<file path="config.mk">
export PLATFORM = sky130hd
export DESIGN_NAME = usc_core
export DESIGN_NICKNAME = d
export VERILOG_FILES = /design/src/design/usc_pkg.sv /design/src/design/usc_baud_gen.sv /design/src/design/usc_core.sv
export SDC_FILE = /design/constraint.sdc
export NUM_CORES = 1
export LEC_CHECK = 0
export ABC_AREA = 1
export BUFFER_PORTS_ARGS = -buffer_cell sky130_fd_sc_hd__clkbuf_2
export CAP_MARGIN = 5
export CORE_MARGIN = 10
export CORE_UTILIZATION = 48
export CTS_BUF_LIST = sky130_fd_sc_hd__clkbuf_8
export CTS_CLUSTER_SIZE = 25
export DETAILED_ROUTE_END_ITERATION = 7
export PLACE_DENSITY = 0.76
export SYNTH_ARGS = -nofsm -noshare
export SYNTH_HDL_FRONTEND = slang
export SYNTH_SLANG_ARGS = --single-unit
</file>
<file path="constraint.sdc">
create_clock -name i_clk -period 3.6 [get_ports i_clk]
set_clock_uncertainty 0.15 [all_clocks]
set_input_delay 0.18 -clock i_clk [delete_from_list [all_inputs] [get_ports i_clk]]
set_output_delay 0.18 -clock i_clk [all_outputs]
set_load 0.01 [all_outputs]
</file>
<file path="src/design/usc_pkg.sv">
package usc_pkg;
   // operating mode field codes
   localparam logic [1:0] MODE_ASYNC = 2'h0;
   localparam logic [1:0] MODE_SYNC  = 2'h1;
   localparam logic [1:0] MODE_SPI   = 2'h3;
   // oversampling, last sample counter value of a bit
   localparam logic [3:0] OS_LAST_NORMAL = 4'hf;
   localparam logic [3:0] OS_LAST_DOUBLE = 4'h7;
   // majority vote window, zero-based sample counter
   localparam logic [3:0] VOTE_FIRST_NORMAL = 4'h7;
   localparam logic [3:0] VOTE_LAST_NORMAL  = 4'h9;
   localparam logic [3:0] VOTE_FIRST_DOUBLE = 4'h3;
   localparam logic [3:0] VOTE_LAST_DOUBLE  = 4'h5;
   // sample counter value right after start detection
   localparam logic [3:0] OS_AFTER_DETECT = 4'h1;
   // data length field decoding
   localparam logic [2:0] LEN_CODE_NINE = 3'h7;
   localparam logic [3:0] LEN_BASE      = 4'h5;
   localparam logic [3:0] LEN_NINE      = 4'h9;
   // transmit frame image: start, 9 data, parity, 2 stop
   localparam int FRAME_W = 13;
   // receive buffer entry layout
   localparam int ENT_W     = 12;
   localparam int ENT_NINTH = 8;
   localparam int ENT_FE    = 9;
   localparam int ENT_DOR   = 10;
   localparam int ENT_PE    = 11;
   // flag reset values
   localparam logic DRE_RESET = 1'b1;
   localparam logic TXC_RESET = 1'b0;
   // state machines
   typedef enum logic [1:0] {
      TX_IDLE  = 2'b01,
      TX_SHIFT = 2'b10
   } usc_tx_state_t;
   typedef enum logic [1:0] {
      RX_IDLE  = 2'b01,
      RX_FRAME = 2'b10
   } usc_rx_state_t;
endpackage : usc_pkg

</file>
<file path="src/design/usc_baud_gen.sv">
`timescale 1ns/10ps
module usc_baud_gen #(
   parameter int BAUD_W = 8
) (
   // clock and reset
   input  wire logic              i_clk,
   input  wire logic              i_rst,
   // divisor, period is divisor plus one
   input  wire logic [BAUD_W-1:0] i_divisor,
   // one-cycle enable at fx / (divisor + 1)
   output logic                   o_tick
);
   logic [BAUD_W-1:0] cnt_r;

   // divide-by-(n+1) counter
   always_ff @(posedge i_clk or posedge i_rst)
   begin
      if (i_rst)
      begin
         cnt_r  <= '0;
         o_tick <= 1'b0;
      end
      else if (cnt_r >= i_divisor)
      begin
         cnt_r  <= '0;
         o_tick <= 1'b1;
      end
      else
      begin
         cnt_r  <= cnt_r + 1'b1;
         o_tick <= 1'b0;
      end
   end

   // divisor one gives a tick every second cycle
   property p_tick_gap;
      @(posedge i_clk) disable iff (i_rst)
      o_tick && i_divisor == 1 && $stable(i_divisor)
         |=> !o_tick ##1 o_tick;
   endproperty
   a_tick_gap: assert property (p_tick_gap)
      else $error("baud tick spacing wrong");
endmodule : usc_baud_gen

</file>
<file path="src/design/usc_core.sv">
`timescale 1ns/10ps
// Summary of operation
// - async normal rate is fx over 16 times divisor plus one
// - async double speed rate is fx over 8 times divisor plus one
// - sync master clock is fx over 2 times divisor plus one
// - mode picks async or sync; master drives clock pin, slave takes it
// - slave clock passes synchroniser and edge detector, three cycle delay
// - sync data changes on one clock edge, sampled on the other
// - frame: start, 5 to 9 data, optional parity, 1 or 2 stops
// - data least significant bit first, parity before first stop
// - line idles high, falling edge marks start, frames may abut
// - transmitter and receiver share one frame setting
// - even parity is xor of data, odd parity is its inverse
// - transmit disable waits for frame end, then pin released
// - data write fills buffer, moved to shifter when idle or at end
// - empty flag tracks buffer; writing zero clears it
// - empty interrupt while flag, its enable and global enable set
// - complete flag when frame out and buffer empty; ack or zero clears
// - complete interrupt while flag, its enable and global enable set
// - receiver starts on low start bit, shifts to first stop only
// - first stop bit moves shifter contents into receive buffer
// - nine-bit frames keep received ninth bit apart, read it first
// - error flags travel with each receive buffer entry
// - async receiver oversamples 16 or 8, votes samples 8 to 10 (4 to 6 at double speed)
// - complete flag shows unread data; receiver disable flushes
// - overrun when buffer full and new frame ends; data then lost
// - frame error when first stop bit sampled low
module usc_core #(
   parameter int BAUD_W = 8
) (
   // clock and reset
   input  wire logic              i_clk,
   input  wire logic              i_rst,
   // mode and clock setup
   input  wire logic [1:0]        i_op_mode_select,
   input  wire logic              i_double_speed_bit,
   input  wire logic              i_clock_master_bit,
   input  wire logic              i_clock_polarity_bit,
   input  wire logic [BAUD_W-1:0] i_baud_divisor,
   // frame format
   input  wire logic [2:0]        i_data_length_field,
   input  wire logic [1:0]        i_parity_mode_field,
   input  wire logic              i_stop_bit_count_bit,
   // enables
   input  wire logic              i_transmit_enable_bit,
   input  wire logic              i_receive_enable_bit,
   input  wire logic              i_tx_empty_irq_enable,
   input  wire logic              i_tx_complete_irq_enable,
   input  wire logic              i_global_irq_enable,
   // data register and flag writes
   input  wire logic              i_data_wr,
   input  wire logic [7:0]        i_data_wdata,
   input  wire logic              i_transmit_ninth_bit,
   input  wire logic              i_data_rd,
   input  wire logic              i_tx_empty_clr,
   input  wire logic              i_tx_complete_clr,
   input  wire logic              i_tx_complete_ack,
   // receive buffer head and status
   output logic [7:0]             o_rx_data,
   output logic                   o_receive_ninth_bit,
   output logic                   o_frame_error_flag,
   output logic                   o_overrun_flag,
   output logic                   o_parity_error_flag,
   output logic                   o_rx_complete_flag,
   output logic                   o_tx_buffer_empty_flag,
   output logic                   o_tx_complete_flag,
   output logic                   o_tx_empty_irq,
   output logic                   o_tx_complete_irq,
   // pins
   input  wire logic              i_receive_pin,
   output logic                   o_transmit_pin,
   output logic                   o_transmit_pin_oe,
   input  wire logic              i_serial_clock_pin,
   output logic                   o_serial_clock_pin,
   output logic                   o_serial_clock_pin_oe
);
   localparam int FW = usc_pkg::FRAME_W;

   // xor of the first n data bits, inverted for odd
   function automatic logic data_parity(input logic [8:0] d,
                                        input logic [3:0] n,
                                        input logic       odd);
      logic p;
      p = odd;
      for (int i = 0; i < 9; i++)
         if (i < int'(n))
            p = p ^ d[i];
      return p;
   endfunction : data_parity

   // start, data lsb first, parity, stop ones
   function automatic logic [FW-1:0] build_frame(input logic [8:0] d,
                                                 input logic [3:0] n,
                                                 input logic       pe,
                                                 input logic       odd);
      logic [FW-1:0] f;
      f    = '1;
      f[0] = 1'b0;
      for (int i = 0; i < 9; i++)
         if (i < int'(n))
            f[i+1] = d[i];
      if (pe)
         f[int'(n)+1] = data_parity(d, n, odd);
      return f;
   endfunction : build_frame

   // shared frame setting
   logic       sync_mode, par_en, par_odd;
   logic [3:0] nbits, frame_len, os_last, vote_first, vote_last;
   assign sync_mode = i_op_mode_select != usc_pkg::MODE_ASYNC;
   assign nbits     = i_data_length_field[2] ? usc_pkg::LEN_NINE
                    : usc_pkg::LEN_BASE + {2'h0, i_data_length_field[1:0]};
   assign par_en    = i_parity_mode_field[1];
   assign par_odd   = i_parity_mode_field[0];
   assign frame_len = 4'h1 + nbits + {3'h0, par_en}
                    + (i_stop_bit_count_bit ? 4'h2 : 4'h1);
   assign os_last    = i_double_speed_bit ? usc_pkg::OS_LAST_DOUBLE
                                          : usc_pkg::OS_LAST_NORMAL;
   assign vote_first = i_double_speed_bit ? usc_pkg::VOTE_FIRST_DOUBLE
                                          : usc_pkg::VOTE_FIRST_NORMAL;
   assign vote_last  = i_double_speed_bit ? usc_pkg::VOTE_LAST_DOUBLE
                                          : usc_pkg::VOTE_LAST_NORMAL;

   // base rate fx / (divisor + 1)
   logic baud_tick;
   usc_baud_gen #(.BAUD_W(BAUD_W)) u_baud (
      .i_clk     (i_clk),
      .i_rst     (i_rst),
      .i_divisor (i_baud_divisor),
      .o_tick    (baud_tick)
   );

   // pin synchronisers, level taken once stages two and three agree
   logic [2:0] sck_sync_r, rxd_sync_r;
   logic       sck_lvl_r, rxd_lvl_r;
   always_ff @(posedge i_clk or posedge i_rst)
   begin
      if (i_rst)
      begin
         sck_sync_r <= '0;
         rxd_sync_r <= 3'h7;
         sck_lvl_r  <= 1'b0;
         rxd_lvl_r  <= 1'b1;
      end
      else
      begin
         sck_sync_r <= {sck_sync_r[1:0], i_serial_clock_pin};
         rxd_sync_r <= {rxd_sync_r[1:0], i_receive_pin};
         if (sck_sync_r[2] == sck_sync_r[1])
            sck_lvl_r <= sck_sync_r[2];
         if (rxd_sync_r[2] == rxd_sync_r[1])
            rxd_lvl_r <= rxd_sync_r[2];
      end
   end

   // transmitter and buffer state
   usc_pkg::usc_tx_state_t tx_st_r, tx_st_nxt;
   logic [FW-1:0] frame_r, frame_nxt;
   logic [3:0]    tx_cnt_r, tx_cnt_nxt, tx_os_r;
   logic [8:0]    tbuf_r;
   logic          tbuf_full_r, tx_bit_en, tx_load, tx_frame_end;

   // serial clock edges, polarity folded out
   logic mclk_r, mclk_nxt, sck_run, s_stable, s_new, s_old;
   logic shift_edge, sample_edge;
   assign sck_run  = sync_mode && i_clock_master_bit
                   && (tx_st_r == usc_pkg::TX_SHIFT || mclk_r
                       || (tbuf_full_r && i_transmit_enable_bit));
   assign mclk_nxt = (sck_run && baud_tick) ? !mclk_r : mclk_r;
   assign s_stable = sck_sync_r[2] == sck_sync_r[1];
   assign s_new    = sck_sync_r[2] ^ i_clock_polarity_bit;
   assign s_old    = sck_lvl_r ^ i_clock_polarity_bit;
   // edge detector on the synchronised slave clock
   assign shift_edge  = i_clock_master_bit ? (sck_run && baud_tick && !mclk_r)
                      : (s_stable && s_new && !s_old);
   assign sample_edge = i_clock_master_bit ? (sck_run && baud_tick && mclk_r)
                      : (s_stable && !s_new && s_old);

   // master clock drive, pin only active in synchronous modes
   always_ff @(posedge i_clk or posedge i_rst)
   begin
      if (i_rst)
      begin
         mclk_r                <= 1'b0;
         o_serial_clock_pin    <= 1'b0;
         o_serial_clock_pin_oe <= 1'b0;
      end
      else
      begin
         mclk_r                <= mclk_nxt;
         o_serial_clock_pin    <= mclk_nxt ^ i_clock_polarity_bit;
         o_serial_clock_pin_oe <= sync_mode && i_clock_master_bit;
      end
   end

   // transmit bit pacing
   assign tx_bit_en = sync_mode ? shift_edge
                    : (baud_tick && tx_os_r == os_last);
   assign tx_frame_end = tx_bit_en && tx_st_r == usc_pkg::TX_SHIFT
                       && tx_cnt_r == 4'h1;
   assign tx_load = tx_bit_en && tbuf_full_r && i_transmit_enable_bit
                  && (tx_st_r == usc_pkg::TX_IDLE || tx_cnt_r == 4'h1);

   // next transmit state
   always_comb
   begin
      tx_st_nxt  = tx_st_r;
      frame_nxt  = frame_r;
      tx_cnt_nxt = tx_cnt_r;
      if (tx_load)
      begin
         tx_st_nxt  = usc_pkg::TX_SHIFT;
         frame_nxt  = build_frame(tbuf_r, nbits, par_en, par_odd);
         tx_cnt_nxt = frame_len;
      end
      else if (tx_frame_end)
         tx_st_nxt = usc_pkg::TX_IDLE;
      else if (tx_st_r == usc_pkg::TX_SHIFT && tx_bit_en)
      begin
         frame_nxt  = {1'b1, frame_r[FW-1:1]};
         tx_cnt_nxt = tx_cnt_r - 4'h1;
      end
   end

   // transmit shifter and pin
   always_ff @(posedge i_clk or posedge i_rst)
   begin
      if (i_rst)
      begin
         tx_st_r           <= usc_pkg::TX_IDLE;
         frame_r           <= '1;
         tx_cnt_r          <= 4'h0;
         tx_os_r           <= 4'h0;
         o_transmit_pin    <= 1'b1;
         o_transmit_pin_oe <= 1'b0;
      end
      else
      begin
         tx_st_r  <= tx_st_nxt;
         frame_r  <= frame_nxt;
         tx_cnt_r <= tx_cnt_nxt;
         if (baud_tick)
            tx_os_r <= (tx_os_r >= os_last) ? 4'h0 : tx_os_r + 4'h1;
         o_transmit_pin    <= (tx_st_nxt == usc_pkg::TX_SHIFT)
                            ? frame_nxt[0] : 1'b1;
         o_transmit_pin_oe <= i_transmit_enable_bit
                            || tx_st_nxt == usc_pkg::TX_SHIFT;
      end
   end

   // transmit buffer, ninth bit caught with the low byte
   always_ff @(posedge i_clk or posedge i_rst)
   begin
      if (i_rst)
      begin
         tbuf_r      <= 9'h000;
         tbuf_full_r <= 1'b0;
      end
      else
      begin
         if (i_data_wr)
            tbuf_r <= {i_transmit_ninth_bit, i_data_wdata};
         tbuf_full_r <= i_data_wr || (tbuf_full_r && !tx_load);
      end
   end

   // transmit flags and interrupt requests, set wins over clear, but a data write clears the empty flag even in a load cycle
   logic dre_nxt, txc_nxt;
   always_comb
   begin
      dre_nxt = o_tx_buffer_empty_flag;
      if (i_data_wr)
         dre_nxt = 1'b0;
      else if (tx_load)
         dre_nxt = 1'b1;
      else if (i_tx_empty_clr)
         dre_nxt = 1'b0;
      txc_nxt = o_tx_complete_flag;
      if (tx_frame_end && !tbuf_full_r)
         txc_nxt = 1'b1;
      else if (i_tx_complete_clr || i_tx_complete_ack)
         txc_nxt = 1'b0;
   end
   always_ff @(posedge i_clk or posedge i_rst)
   begin
      if (i_rst)
      begin
         o_tx_buffer_empty_flag <= usc_pkg::DRE_RESET;
         o_tx_complete_flag     <= usc_pkg::TXC_RESET;
         o_tx_empty_irq         <= 1'b0;
         o_tx_complete_irq      <= 1'b0;
      end
      else
      begin
         o_tx_buffer_empty_flag <= dre_nxt;
         o_tx_complete_flag     <= txc_nxt;
         o_tx_empty_irq    <= dre_nxt && i_tx_empty_irq_enable
                           && i_global_irq_enable;
         o_tx_complete_irq <= txc_nxt && i_tx_complete_irq_enable
                           && i_global_irq_enable;
      end
   end

   // receiver bit recovery
   usc_pkg::usc_rx_state_t rx_st_r;
   logic [3:0] rx_os_r, rx_idx_r, stop_idx;
   logic [1:0] vote_r;
   logic [8:0] rdata_r;
   logic       rpar_r, rx_start, rx_bit_ev, rx_bit_val, rx_store;
   assign stop_idx  = nbits + 4'h1 + {3'h0, par_en};
   assign rx_start  = rx_st_r == usc_pkg::RX_IDLE && i_receive_enable_bit
                    && !rxd_lvl_r && (sync_mode ? sample_edge : baud_tick);
   assign rx_bit_ev = rx_st_r == usc_pkg::RX_FRAME
                    && (sync_mode ? sample_edge
                        : (baud_tick && rx_os_r == vote_last));
   assign rx_bit_val = sync_mode ? rxd_lvl_r
                     : ((vote_r[1] & vote_r[0]) | (vote_r[1] & rxd_lvl_r)
                        | (vote_r[0] & rxd_lvl_r));
   assign rx_store  = rx_bit_ev && rx_idx_r == stop_idx;

   // receive frame sequencer
   always_ff @(posedge i_clk or posedge i_rst)
   begin
      if (i_rst)
      begin
         rx_st_r  <= usc_pkg::RX_IDLE;
         rx_os_r  <= 4'h0;
         rx_idx_r <= 4'h0;
         vote_r   <= 2'h3;
         rdata_r  <= 9'h000;
         rpar_r   <= 1'b0;
      end
      else if (!i_receive_enable_bit)
         rx_st_r <= usc_pkg::RX_IDLE;
      else if (rx_start)
      begin
         rx_st_r  <= usc_pkg::RX_FRAME;
         rx_os_r  <= usc_pkg::OS_AFTER_DETECT;
         rx_idx_r <= sync_mode ? 4'h1 : 4'h0;
         rdata_r  <= 9'h000;
      end
      else if (rx_st_r == usc_pkg::RX_FRAME)
      begin
         if (baud_tick)
         begin
            rx_os_r <= (rx_os_r >= os_last) ? 4'h0 : rx_os_r + 4'h1;
            if (rx_os_r >= vote_first && rx_os_r < vote_last)
               vote_r <= {vote_r[0], rxd_lvl_r};
         end
         if (rx_bit_ev)
         begin
            rx_idx_r <= rx_idx_r + 4'h1;
            if (rx_idx_r == 4'h0 && rx_bit_val)
               rx_st_r <= usc_pkg::RX_IDLE; // false start
            else if (rx_idx_r != 4'h0 && rx_idx_r <= nbits)
               rdata_r[rx_idx_r - 4'h1] <= rx_bit_val;
            else if (par_en && rx_idx_r == nbits + 4'h1)
               rpar_r <= rx_bit_val;
            if (rx_store)
               rx_st_r <= usc_pkg::RX_IDLE;
         end
      end
   end

   // two-entry receive buffer, flags held per entry
   logic [usc_pkg::ENT_W-1:0] ent_r [2];
   logic [usc_pkg::ENT_W-1:0] new_ent;
   logic [1:0]                rx_cnt_r;
   logic                      rd_ptr_r, rx_pop, rx_push, rx_overrun;
   assign rx_pop     = i_data_rd && rx_cnt_r != 2'h0;
   assign rx_push    = rx_store && (rx_cnt_r != 2'h2 || rx_pop);
   assign rx_overrun = rx_store && !rx_push;
   assign new_ent = {par_en && data_parity(rdata_r, nbits, par_odd) != rpar_r,
                     1'b0, !rx_bit_val,
                     (i_data_length_field == usc_pkg::LEN_CODE_NINE)
                        && rdata_r[8], rdata_r[7:0]};
   always_ff @(posedge i_clk or posedge i_rst)
   begin
      if (i_rst)
      begin
         ent_r    <= '{default: '0};
         rx_cnt_r <= 2'h0;
         rd_ptr_r <= 1'b0;
      end
      else if (!i_receive_enable_bit)
      begin
         rx_cnt_r <= 2'h0;
         rd_ptr_r <= 1'b0;
      end
      else
      begin
         if (rx_push)
            ent_r[rd_ptr_r ^ rx_cnt_r[0]] <= new_ent;
         else if (rx_overrun)
            ent_r[!rd_ptr_r][usc_pkg::ENT_DOR] <= 1'b1;
         if (rx_pop)
            rd_ptr_r <= !rd_ptr_r;
         rx_cnt_r <= rx_cnt_r + {1'b0, rx_push} - {1'b0, rx_pop};
      end
   end

   // receive head shown to software
   always_ff @(posedge i_clk or posedge i_rst)
   begin
      if (i_rst)
      begin
         o_rx_data           <= 8'h00;
         o_receive_ninth_bit <= 1'b0;
         o_frame_error_flag  <= 1'b0;
         o_overrun_flag      <= 1'b0;
         o_parity_error_flag <= 1'b0;
         o_rx_complete_flag  <= 1'b0;
      end
      else
      begin
         o_rx_data           <= ent_r[rd_ptr_r][7:0];
         o_receive_ninth_bit <= ent_r[rd_ptr_r][usc_pkg::ENT_NINTH];
         o_frame_error_flag  <= ent_r[rd_ptr_r][usc_pkg::ENT_FE];
         o_overrun_flag      <= ent_r[rd_ptr_r][usc_pkg::ENT_DOR];
         o_parity_error_flag <= ent_r[rd_ptr_r][usc_pkg::ENT_PE];
         o_rx_complete_flag  <= rx_cnt_r != 2'h0;
      end
   end

   property p_rate_normal;
      @(posedge i_clk) disable iff (i_rst)
      tx_st_r == usc_pkg::TX_SHIFT && tx_bit_en && !sync_mode
         && !i_double_speed_bit && i_baud_divisor == 0
         |=> (!tx_bit_en) [*8] ##1 (!tx_bit_en) [*7] ##1 tx_bit_en;
   endproperty
   a_rate_normal: assert property (p_rate_normal)
      else $error("normal bit pace not sixteen ticks");
   property p_rate_double;
      @(posedge i_clk) disable iff (i_rst)
      tx_st_r == usc_pkg::TX_SHIFT && tx_bit_en && !sync_mode
         && i_double_speed_bit && i_baud_divisor == 1
         |=> (!tx_bit_en) [*8] ##1 (!tx_bit_en) [*7] ##1 tx_bit_en;
   endproperty
   a_rate_double: assert property (p_rate_double)
      else $error("double speed bit pace not eight ticks");
   property p_master_toggle;
      @(posedge i_clk) disable iff (i_rst)
      sck_run && baud_tick && !i_clock_polarity_bit ##1
         !i_clock_polarity_bit |-> o_serial_clock_pin != $past(mclk_r);
   endproperty
   a_master_toggle: assert property (p_master_toggle)
      else $error("master clock did not toggle on tick");
   property p_idle_high;
      @(posedge i_clk) disable iff (i_rst)
      tx_st_r == usc_pkg::TX_IDLE && !tx_load |=> o_transmit_pin;
   endproperty
   a_idle_high: assert property (p_idle_high)
      else $error("idle transmit line not high");
   property p_oe_off;
      @(posedge i_clk) disable iff (i_rst)
      !i_transmit_enable_bit && tx_st_r == usc_pkg::TX_IDLE
         |=> !o_transmit_pin_oe;
   endproperty
   a_oe_off: assert property (p_oe_off)
      else $error("transmit pin held after disable");
   property p_dre_fill;
      @(posedge i_clk) disable iff (i_rst)
      i_data_wr |=> !o_tx_buffer_empty_flag;
   endproperty
   a_dre_fill: assert property (p_dre_fill)
      else $error("empty flag set after data write");
   property p_txc_set;
      @(posedge i_clk) disable iff (i_rst)
      tx_frame_end && !tbuf_full_r |=> o_tx_complete_flag;
   endproperty
   a_txc_set: assert property (p_txc_set)
      else $error("complete flag missed at frame end");
   property p_dre_irq;
      @(posedge i_clk) disable iff (i_rst)
      o_tx_empty_irq |-> o_tx_buffer_empty_flag && $past(i_global_irq_enable);
   endproperty
   a_dre_irq: assert property (p_dre_irq)
      else $error("empty interrupt without its flag");
   property p_flush;
      @(posedge i_clk) disable iff (i_rst)
      !i_receive_enable_bit ##1 !i_receive_enable_bit |=> !o_rx_complete_flag;
   endproperty
   a_flush: assert property (p_flush)
      else $error("receive buffer not flushed on disable");
   property p_store;
      @(posedge i_clk) disable iff (i_rst)
      rx_store && rx_cnt_r == 2'h0 && i_receive_enable_bit
         |=> rx_cnt_r == 2'h1 ##1 o_rx_complete_flag;
   endproperty
   a_store: assert property (p_store)
      else $error("stop bit did not fill receive buffer");
endmodule : usc_core

</file>
* Word level (Yosys, flattened, before mapping)
Cells that the tools add are included.
Storage, ports and cells: register bits after elaboration 121, input bits 42, logic and storage cells 327, output and inout port bits 21
Operators by class: add/subtract/negate cells 13, equal/unequal tests 21, muxes and demuxes 122, reductions and logical operators 75, magnitude comparators 24, bitwise gates (word level) 34
Operator list (count):
- $mux 1 | 73
- $mux 4 | 14
- $mux 13 | 4
- $mux 12 | 4
- $mux 24 | 2
- $mux 9 | 5
- $logic_and 1x1->1 | 41
- $bwmux 24 | 1
- $demux 12 s1 | 2
- $or 24x24->24 | 1
- $xor 1x1->1 | 22
- $mux 2 | 10
- $add 4x1->4 const B | 4
- $eq 4x4->1 | 4
- $lt 3x4->1 const A | 4
- $reduce_bool 2->1 | 8
- $bwmux 13 | 1
- $mux 11 | 1
- $reduce_and 5->1 | 2
- $bwmux 9 | 1
- $logic_not 1->1 | 9
- $reduce_and 3->1 | 3
- $add 8x1->8 const B | 1
- $demux 1 s4 | 2
- 42 further kinds | 70

* Logic depth before layout (Yosys ltp)
Gate-level depths: netlist of the first run.
word-level depth 48, depth in mapped cells 21, depth with buffers taken out 21

* Hierarchy
Synthesis of the first run repeated with hierarchy kept, for this count alone.
Second synthesis, totals: cell total of the unflattened synthesis 870, area total of the unflattened synthesis 6864.1 um^2
Modules (own cells, without submodules):
- usc_core | cells an instance 798, seq. area each 2831.5 um^2, area each 6256.0 um^2, times used 1
- usc_baud_gen | cells an instance 72, seq. area each 225.2 um^2, area each 608.1 um^2, times used 1

* Worst setup path after synthesis of the first run
OpenSTA, ideal clock, no wires.
path type input-to-reg, start point input port i_data_length_field[0], end point register rx_cnt_r[1], data arrival time 2540 ps, cell stages on the path 18, buffers on the path 0, setup slack 790 ps, library setup time 120 ps, required time 3330 ps, cell sequence ha_1 inv_1 nor2_1 ha_1 ha_1 inv_1 nand2_1 nand2_1 nand3_1 nor2_1 nand3_1 nor2_4 nand3_1 nand2_1 ha_1 xnor2_1 o21a_1 nor2_1
On the way: cells in the longest elaborated chain, start to end 10
RTL lines:
- start, declared | RTL line usc_core.sv:41 | input wire logic [2:0] i_data_length_field,
- $add 3x2->4 | RTL line usc_core.sv:112 | : usc_pkg::LEN_BASE + {2'h0, i_data_length_field[1:0]};
- $mux 4 | RTL line usc_core.sv:111 | assign nbits = i_data_length_field[2] ? usc_pkg::LEN_NINE
- $add 4x1->4 (2 in series) | RTL line usc_core.sv:310 | assign stop_idx = nbits + 4'h1 + {3'h0, par_en};
- $eq 4x4->1 | RTL line usc_core.sv:319 | assign rx_store = rx_bit_ev && rx_idx_r == stop_idx;
- $logic_and 1x1->1 | RTL line usc_core.sv:319
- $logic_and 1x1->1 | RTL line usc_core.sv:371 | assign rx_push = rx_store && (rx_cnt_r != 2'h2 || rx_pop);
- $add 2x1->2 | RTL line usc_core.sv:398 | rx_cnt_r <= rx_cnt_r + {1'b0, rx_push} - {1'b0, rx_pop};
- $sub 2x1->2 | RTL line usc_core.sv:398
- $mux 2 | RTL line usc_core.sv:385 | else if (!i_receive_enable_bit)
- end signal, assigned | RTL line usc_core.sv:398
- end, declared | RTL line usc_core.sv:368 | logic [1:0] rx_cnt_r;
Every way passes these cells. A chain may end at the register's enable or synchronous reset.

* Worst setup path in the final report of the first run
start point input port i_data_length_field[2], end point register ent_r[8] (netlist name)
On the way: cells in the longest elaborated chain, start to end 10, elaborated cells between the ends (all ways) 14, those cells by class add/sub (2); eq/ne (2); mux (3); reduce/logical (7)
RTL lines:
- $mux 4 | RTL line usc_core.sv:111
- $add 4x1->4 (2 in series) | RTL line usc_core.sv:310
- $eq 4x4->1 | RTL line usc_core.sv:319
- $logic_and 1x1->1 | RTL line usc_core.sv:319
- $logic_and 1x1->1 | RTL line usc_core.sv:371
- $logic_not 1->1 | RTL line usc_core.sv:372 | assign rx_overrun = rx_store && !rx_push;
- $logic_and 1x1->1 | RTL line usc_core.sv:372
- $reduce_bool 2->1 (no source line)
- $reduce_and 2->1 (no source line)
- end signal, assigned by index | RTL line usc_core.sv:393 | ent_r[rd_ptr_r ^ rx_cnt_r[0]] <= new_ent;
- end, declared | RTL line usc_core.sv:366 | logic [usc_pkg::ENT_W-1:0] ent_r [2];
Several ways; a longest one is shown, not always the timed one.

==> results of run 1 <==
[sequential cells by signal (all words and copies together) (netlist names), 3 cells and up]
register,flops
rx_os_r,4
rdata_r,9
tx_os_r,4
o_rx_data,8
u_baud.cnt_r,8
tx_cnt_r,4
sck_sync_r,3
ent_r,24
rxd_sync_r,3
frame_r,13
tbuf_r,9
rx_idx_r,4
[cell families after synthesis]
family                     share of synthesized area (%)
and+or+nand+nor                                     29.5
buffers and inverters                               8.21
DFF                                                 43.7
AOI/OAI and AO/OA                                   7.10
adders and majority gates                           8.26
xor gates and xnor gates                            3.25
[layer usage]
metal  vias to the layer above  GRT usage, %  share of wire [%]
li1                       3121             -                  -
met1                      2773          20.2                 45
met2                       139          26.3                 48
met3                        23          4.87                5.7
met4                         0          5.33                1.3
met5                         -             0                  0
[worst min-delay path, stage by stage]
cell and delay [ns]:
clkbuf_2 0.08, nor2_2 0.06, o21ai_0 0.17, nand2_1 0.05
o21ai_0 0.06
[power breakdown]
| group | internal (mW) | switching [mW] |
|---|---|---|
| Sequential | 1.66 | 0.221 |
| Combinational | 0.542 | 0.878 |
| Clock | 0.926 | 0.557 |
| Total | 3.13 | 1.66 |
[layout make-up]
class	instances	area [sq um]
clock inverter	13	225
sequential	121	3060
inverter	124	468
tap	184	230
antenna	1	2.50
timing repair buffer	107	748
fill	1298	6060
multi-input combinational	657	3370
clock buffer	19	262
[per-stage QoR]
| stage | instance area (sq um) | utilization, % | hold WS (ns) |
|---|---|---|---|
| 2_1_floorplan | 7000 | - | 0.0345 |
| 3_3_place_gp | 7470 | 51.8 | 0.118 |
| 3_5_place_dp | 7470 | 51.8 | 0.122 |
| 4_1_cts | 8360 | 57.9 | 0.0269 |
| 5_1_grt | 8360 | 58.0 | 0.100 |
| 6_report | 8360 | 58.0 | 0.0440 |
[cell usage in the layout (no fill, tap or decap), types with 4 or more instances in the layout]
cell type	count
ha_1	43
a21oi_1	24
xor2_1	17
buf_4	5
dfstp_2	23
inv_1	120
dlygate4sd3_1	40
nand2_1	320
nand3_1	56
o21ai_1	16
bufinv_16	6
nor3_1	8
xnor2_1	9
nand4_1	15
clkbuf_8	19
nor2_1	72
nand2_2	5
o211ai_1	7
clkbuf_2	62
inv_2	4
o21ai_0	37
dfrtp_1	98
[how the worst min path moves through the flow]
stage	endpoint	slack, ns
2_1_floorplan	rxd_sync_r[0]	0.03
3_3_place_gp	rxd_sync_r[0]	0.12
3_5_place_dp	rxd_sync_r[0]	0.12
4_1_cts	rx_idx_r[0]	0.03
5_1_grt	rx_idx_r[0]	0.10
6_report	rx_idx_r[0]	0.04
[repair_timing]
| item | 4_1_cts | 5_1_grt |
|---|---|---|
| endpoints found under the hold margin | 99 | 0 |
| setup endpoints to repair | 0 | 0 |
| hold buffers | 40 | 0 |
| resized for setup | 0 | 0 |
==> impl_metrics.env, run 1 <==
export IMPL_status="complete, no violations"
export IMPL_crit_chain="dlygate4sd3_1 -> clkbuf_2 -> nor2_1 -> inv_1 -> ha_1 -> ha_1 -> inv_1 -> nand2_1 -> nand2_1 -> nand3_1 -> nor2_1 -> nand3_1 -> nor2_4 -> nand4_1 -> nand2_1 -> nand2_1"
export IMPL_power_mw=4.78
export IMPL_cpMostUsedCell="nand2_1"
export IMPL_ys_warn_count=0
export IMPL_cts_tree="done"
export IMPL_avgRoutedWirePerCell_microns=12.9
export IMPL_post_route_period_util_pct=92.5
export IMPL_synth_nets=1008
export IMPL_start_util_pct=48.5
export IMPL_fin_ws_ns=0.270
export IMPL_r2r_end="o_tx_empty_irq"
export IMPL_synth_most_common_cell="nand2_1"
export IMPL_antenna_found_initial=1
export IMPL_cp_end_kind="flop"
export IMPL_reg2reg_from="tx_st_r[0]"
export IMPL_critPathRequiredTime_ns=3.79
export IMPL_vias=6056
export IMPL_grt_pass1_wl_mm=26.8
export IMPL_crit_family="simple AND/OR/NAND/NOR gates"
export IMPL_cts_made_buffers=17
export IMPL_crit_fanout=12
export IMPL_clkSinkCount=121
export IMPL_drtPass1Iterations=5
export IMPL_root_buffer="clkbuf_8"
export IMPL_critical_path_class="primary input to flop"
export IMPL_drc=0
export IMPL_design_core_area_sq_um=14400
export IMPL_grt_max_degree=89
export IMPL_worst_ep_arrival_time_ns=3.52
export IMPL_port_buffers=62
export IMPL_syn2layout_area_growth_pct=19.4
export IMPL_worstMarginPinSlew_ns=1.09
export IMPL_r2r_slack_ns=0.69
export IMPL_ys_ff_latch=121
export IMPL_first_global_vias=5789
export IMPL_synth_area_per_cell_sq_um=7.59
export IMPL_place_inst=1153
export IMPL_fin_cells=1226
export IMPL_die_w_microns=141
export IMPL_hpwlAfterDp_mm=11.2
export IMPL_clock_latency_ns=0.45
export IMPL_ys_flop_type="dfrtp_1"
export IMPL_grt_use_total_pct=16.2
export IMPL_setup_viol=0
export IMPL_h_tree_depth=4
export IMPL_synth_edff_count=0
export IMPL_cts_setup_buffers=0
export IMPL_p_per_area_nw_per_um2=572
export IMPL_die_area_sq_um=19800
export IMPL_min_period_ns=3.33
export IMPL_cts_buffer_depth=2
export IMPL_postSynthCellCount=922
export IMPL_rsz0062_at_grt="no"
export IMPL_min_path_cells=5
export IMPL_endpoint="ent_r[8]"
export IMPL_drtIter0Drc=285
export IMPL_max_stage_delay_ns=0.54
export IMPL_yosys_top_cells_area="dfrtp_1 (35%), nand2_1 (17%), dfstp_2 (8.6%)"
export IMPL_path_buf_inv=4
export IMPL_worstRegToRegCells=13
export IMPL_p_leak_nw=4.40
export IMPL_max_cap_violations=0
export IMPL_drt_wl_total_mm=15.8
export IMPL_worst_path_stages=16
export IMPL_synth_commonest_cells="nand2_1 (320), inv_1 (119), dfrtp_1 (98)"
export IMPL_detail_route_antenna_nets=0
export IMPL_setup_tns_ns=0
export IMPL_async_reset_ff_share_pct=100
export IMPL_fp_dieH_microns=141
export IMPL_ioPinCount=63
export IMPL_ir_drop_uv=376
export IMPL_dpl_worst_slack_ns=0.332
export IMPL_overflow=0
export IMPL_drive_gt1_share_pct=13.7
export IMPL_startpoint="i_data_length_field[2]"
export IMPL_num_rows=44
export IMPL_yosysUniqueCellTypes=39
export IMPL_cp_start_kind="primary input"
export IMPL_synth_seq_area_share_pct=43.7
export IMPL_num_nets_final=1114
export IMPL_vias_per_cell=4.94
export IMPL_slew_headroom_pct=27.2
export IMPL_hp_class="primary input to flop"
export IMPL_final_hold_violation_count=0
export IMPL_netlist_area_sq_um=7000
export IMPL_slew_viol_final=0
export IMPL_synth_top_cell_area_share_pct=35.0
export IMPL_gp_congestion=0.907
export IMPL_synth_largest_area_cell="dfrtp_1"
export IMPL_fmax_mhz=300
export IMPL_slowest_stage="dlygate4sd3_1"
export IMPL_clkTransAtPathRegs_ns=0.07
export IMPL_min_from="i_op_mode_select[0]"
Power figures use the tool's default switching activity.
==> inputs of run 2 (changes only) <==
- CELL_PAD_IN_SITES_DETAIL_PLACEMENT: default -> 2
- CELL_PAD_IN_SITES_GLOBAL_PLACEMENT: default -> 2
- CORE_UTILIZATION: 48 -> 33
- PLACE_DENSITY: 0.76 -> 0.86
==> run 2 against run 1 <==
Register-to-register slack lost 0.11 ns. Critical endpoint is now rx_cnt_r[1]. First-iteration DRC count down 1.4%. Combinational power increased by 7%. Sequential share of layout area is essentially flat. Global-route usage is 0.48 points lower. Clock power fell by 18%. Via count grew 5.9%. Setup slack gained 0.010 ns. Total power down 3.1%. Clock-buffer cell count fell by 2. Highest routed layer unchanged.
==> impl_metrics.env, run 2 (synthesis gave the netlist of run 1 again) <==
export IMPL_cts_made_buffers=17
export IMPL_cp_end_kind="flop"
export IMPL_critical_path_class="primary input to flop"
export IMPL_seq_area_sq_um=3060
export IMPL_regMostFlops="ent_r"
export IMPL_final_area_sq_um=8370
export IMPL_grt_use_total_pct=15.7
export IMPL_largestRegisters="ent_r: 24 flops, frame_r: 13 flops"
export IMPL_clkTransAtPathRegs_ns=0.09
export IMPL_drt_wl_total_mm=21.3
export IMPL_cp_start_kind="primary input"
export IMPL_crit_fanout=7
export IMPL_slew_viol_final=0
export IMPL_slew_headroom_pct=46.6
export IMPL_drtPass1Iterations=4
export IMPL_critPathRequiredTime_ns=3.79
export IMPL_final_hold_violation_count=0
export IMPL_antenna_found_initial=0
export IMPL_setup_tns_ns=0
export IMPL_max_cap_violations=0
export IMPL_worst_ep_arrival_time_ns=3.51
export IMPL_num_rows=53
export IMPL_fill_cells=2478
export IMPL_vias=6413
export IMPL_cts_buffer_depth=2
export IMPL_cts_tree="done"
export IMPL_setup_viol=0
export IMPL_drive_gt1_share_pct=14.0
export IMPL_cts_setup_buffers=0
export IMPL_p_per_area_nw_per_um2=554
export IMPL_drtIter0Drc=281
export IMPL_port_buffers=62
export IMPL_rsz0062_at_grt="no"
export IMPL_hpwlAfterDp_mm=15.6
export IMPL_ioPinCount=63
export IMPL_design_core_area_sq_um=21000
export IMPL_grt_max_degree=64
export IMPL_layout_commonest_cell="nand2_1"
export IMPL_avgRoutedWirePerCell_microns=16.2
export IMPL_grt_pass1_wl_mm=36.2
export IMPL_p_leak_nw=4.34
export IMPL_detail_route_antenna_nets=0
export IMPL_largest_register_ffs=24
export IMPL_multi_input_area_sq_um=3370
export IMPL_num_nets_final=1113
export IMPL_drc=0
export IMPL_first_global_vias=7273
export IMPL_placed_cell_area_sq_um=7600
export IMPL_h_tree_depth=4
export IMPL_fmax_mhz=301
export IMPL_post_route_period_util_pct=92.2
export IMPL_min_period_ns=3.32
export IMPL_gp_congestion=0.806
export IMPL_clock_latency_ns=0.46
export IMPL_root_buffer="clkbuf_8"
export IMPL_die_w_microns=166
export IMPL_status="complete, no violations"
export IMPL_fp_dieH_microns=166
export IMPL_clkSinkCount=121
export IMPL_ir_drop_uv=302
export IMPL_worstMarginPinSlew_ns=0.801
export IMPL_die_area_sq_um=27400
export IMPL_hp_class="primary input to flop"
export IMPL_diodes=0
export IMPL_syn2layout_area_growth_pct=19.5
export IMPL_start_util_pct=33.4
export IMPL_final_cell_mix="nand2_1 (320), inv_1 (118), dfrtp_1 (98), nor2_1 (71), clkbuf_2 (62)"
export IMPL_vias_per_cell=4.88
export IMPL_overflow=0
[run 2: where the power goes]
part	switching (mW)	total, mW	internal [mW]
Sequential	0.239	1.90	1.66
Clock	0.663	1.22	0.557
Combinational	0.973	1.52	0.548
Total	1.88	4.64	2.76
[run 2: worst paths after layout]
check | start | endpoint | slack [ns] | cells past startpoint
worst max-delay path | i_data_length_field[2] | rx_cnt_r[1] | 0.28 | 19
worst min-delay path | i_parity_mode_field[1] | ent_r[23] | 0.05 | 5
max in group asynchronous | i_rst | rxd_sync_r[0] | 2.18 | 4
worst min register to register | sck_sync_r[0] | sck_sync_r[1] | 0.21 | 0
worst max register to register | tx_st_r[1] | o_tx_empty_irq | 0.58 | 14
min in group asynchronous | i_rst | ent_r[10] | 0.26 | 3
[run 2: area by class of cell]
type | instances | area share (%)
clock buffers | 17 | 2.80
clock inverters | 15 | 1.70
inverters | 124 | 5.59
multi-input cells | 657 | 40.3
flip-flops and latches | 121 | 36.5
well taps | 275 | 4.11
repair buffers | 106 | 8.97
[run 2: what timing repair did]
item / 4_1_cts / 5_1_grt
resized for setup: 0 / 1
setup endpoints to repair: 0 / 12
hold buffers: 39 / 0
hold endpoints to repair: 80 / 0
[run 2: layer usage]
| metal | routed length [microns] | part of all wire [%] | up-vias | track usage (%) |
|---|---|---|---|---|
| li1 | - | - | 3096 | - |
| met1 | 9440 | 44 | 3227 | 18.2 |
| met2 | 11000 | 52 | 73 | 28.8 |
| met3 | 632 | 3.0 | 17 | 3.34 |
| met4 | 233 | 1.1 | 0 | 4.04 |
| met5 | 0 | 0 | - | 0 |
[run 2: through the flow]
stage          utilization (%)  total power, mW  cells  hold WS (ns)  setup WS, ns
6_report                  39.9             4.64   1315        0.0532         0.280
3_3_place_gp              36.3             3.30   1244         0.119         0.357
3_5_place_dp              36.3             3.42   1244         0.128         0.178
2_1_floorplan                -             2.97    922        0.0345        0.0939
4_1_cts                   39.9             4.71   1315        0.0364         0.149
5_1_grt                   39.9             5.05   1315        0.0396        0.0114
[run 2: worst max-delay path, stage by stage]
cell and delay, ns:
dlygate4sd3_1 0.53, clkbuf_2 0.16, nor2_2 0.26, inv_1 0.15
ha_1 0.37, ha_1 0.38, inv_1 0.08, nand2_1 0.05
nand2_1 0.06, nand3_1 0.07, nor2_1 0.18, nand3_1 0.16
nor2_4 0.19, nand3_1 0.10, nand2_1 0.08, ha_1 0.16
xnor2_1 0.14, o21a_1 0.16, nor2_1 0.04
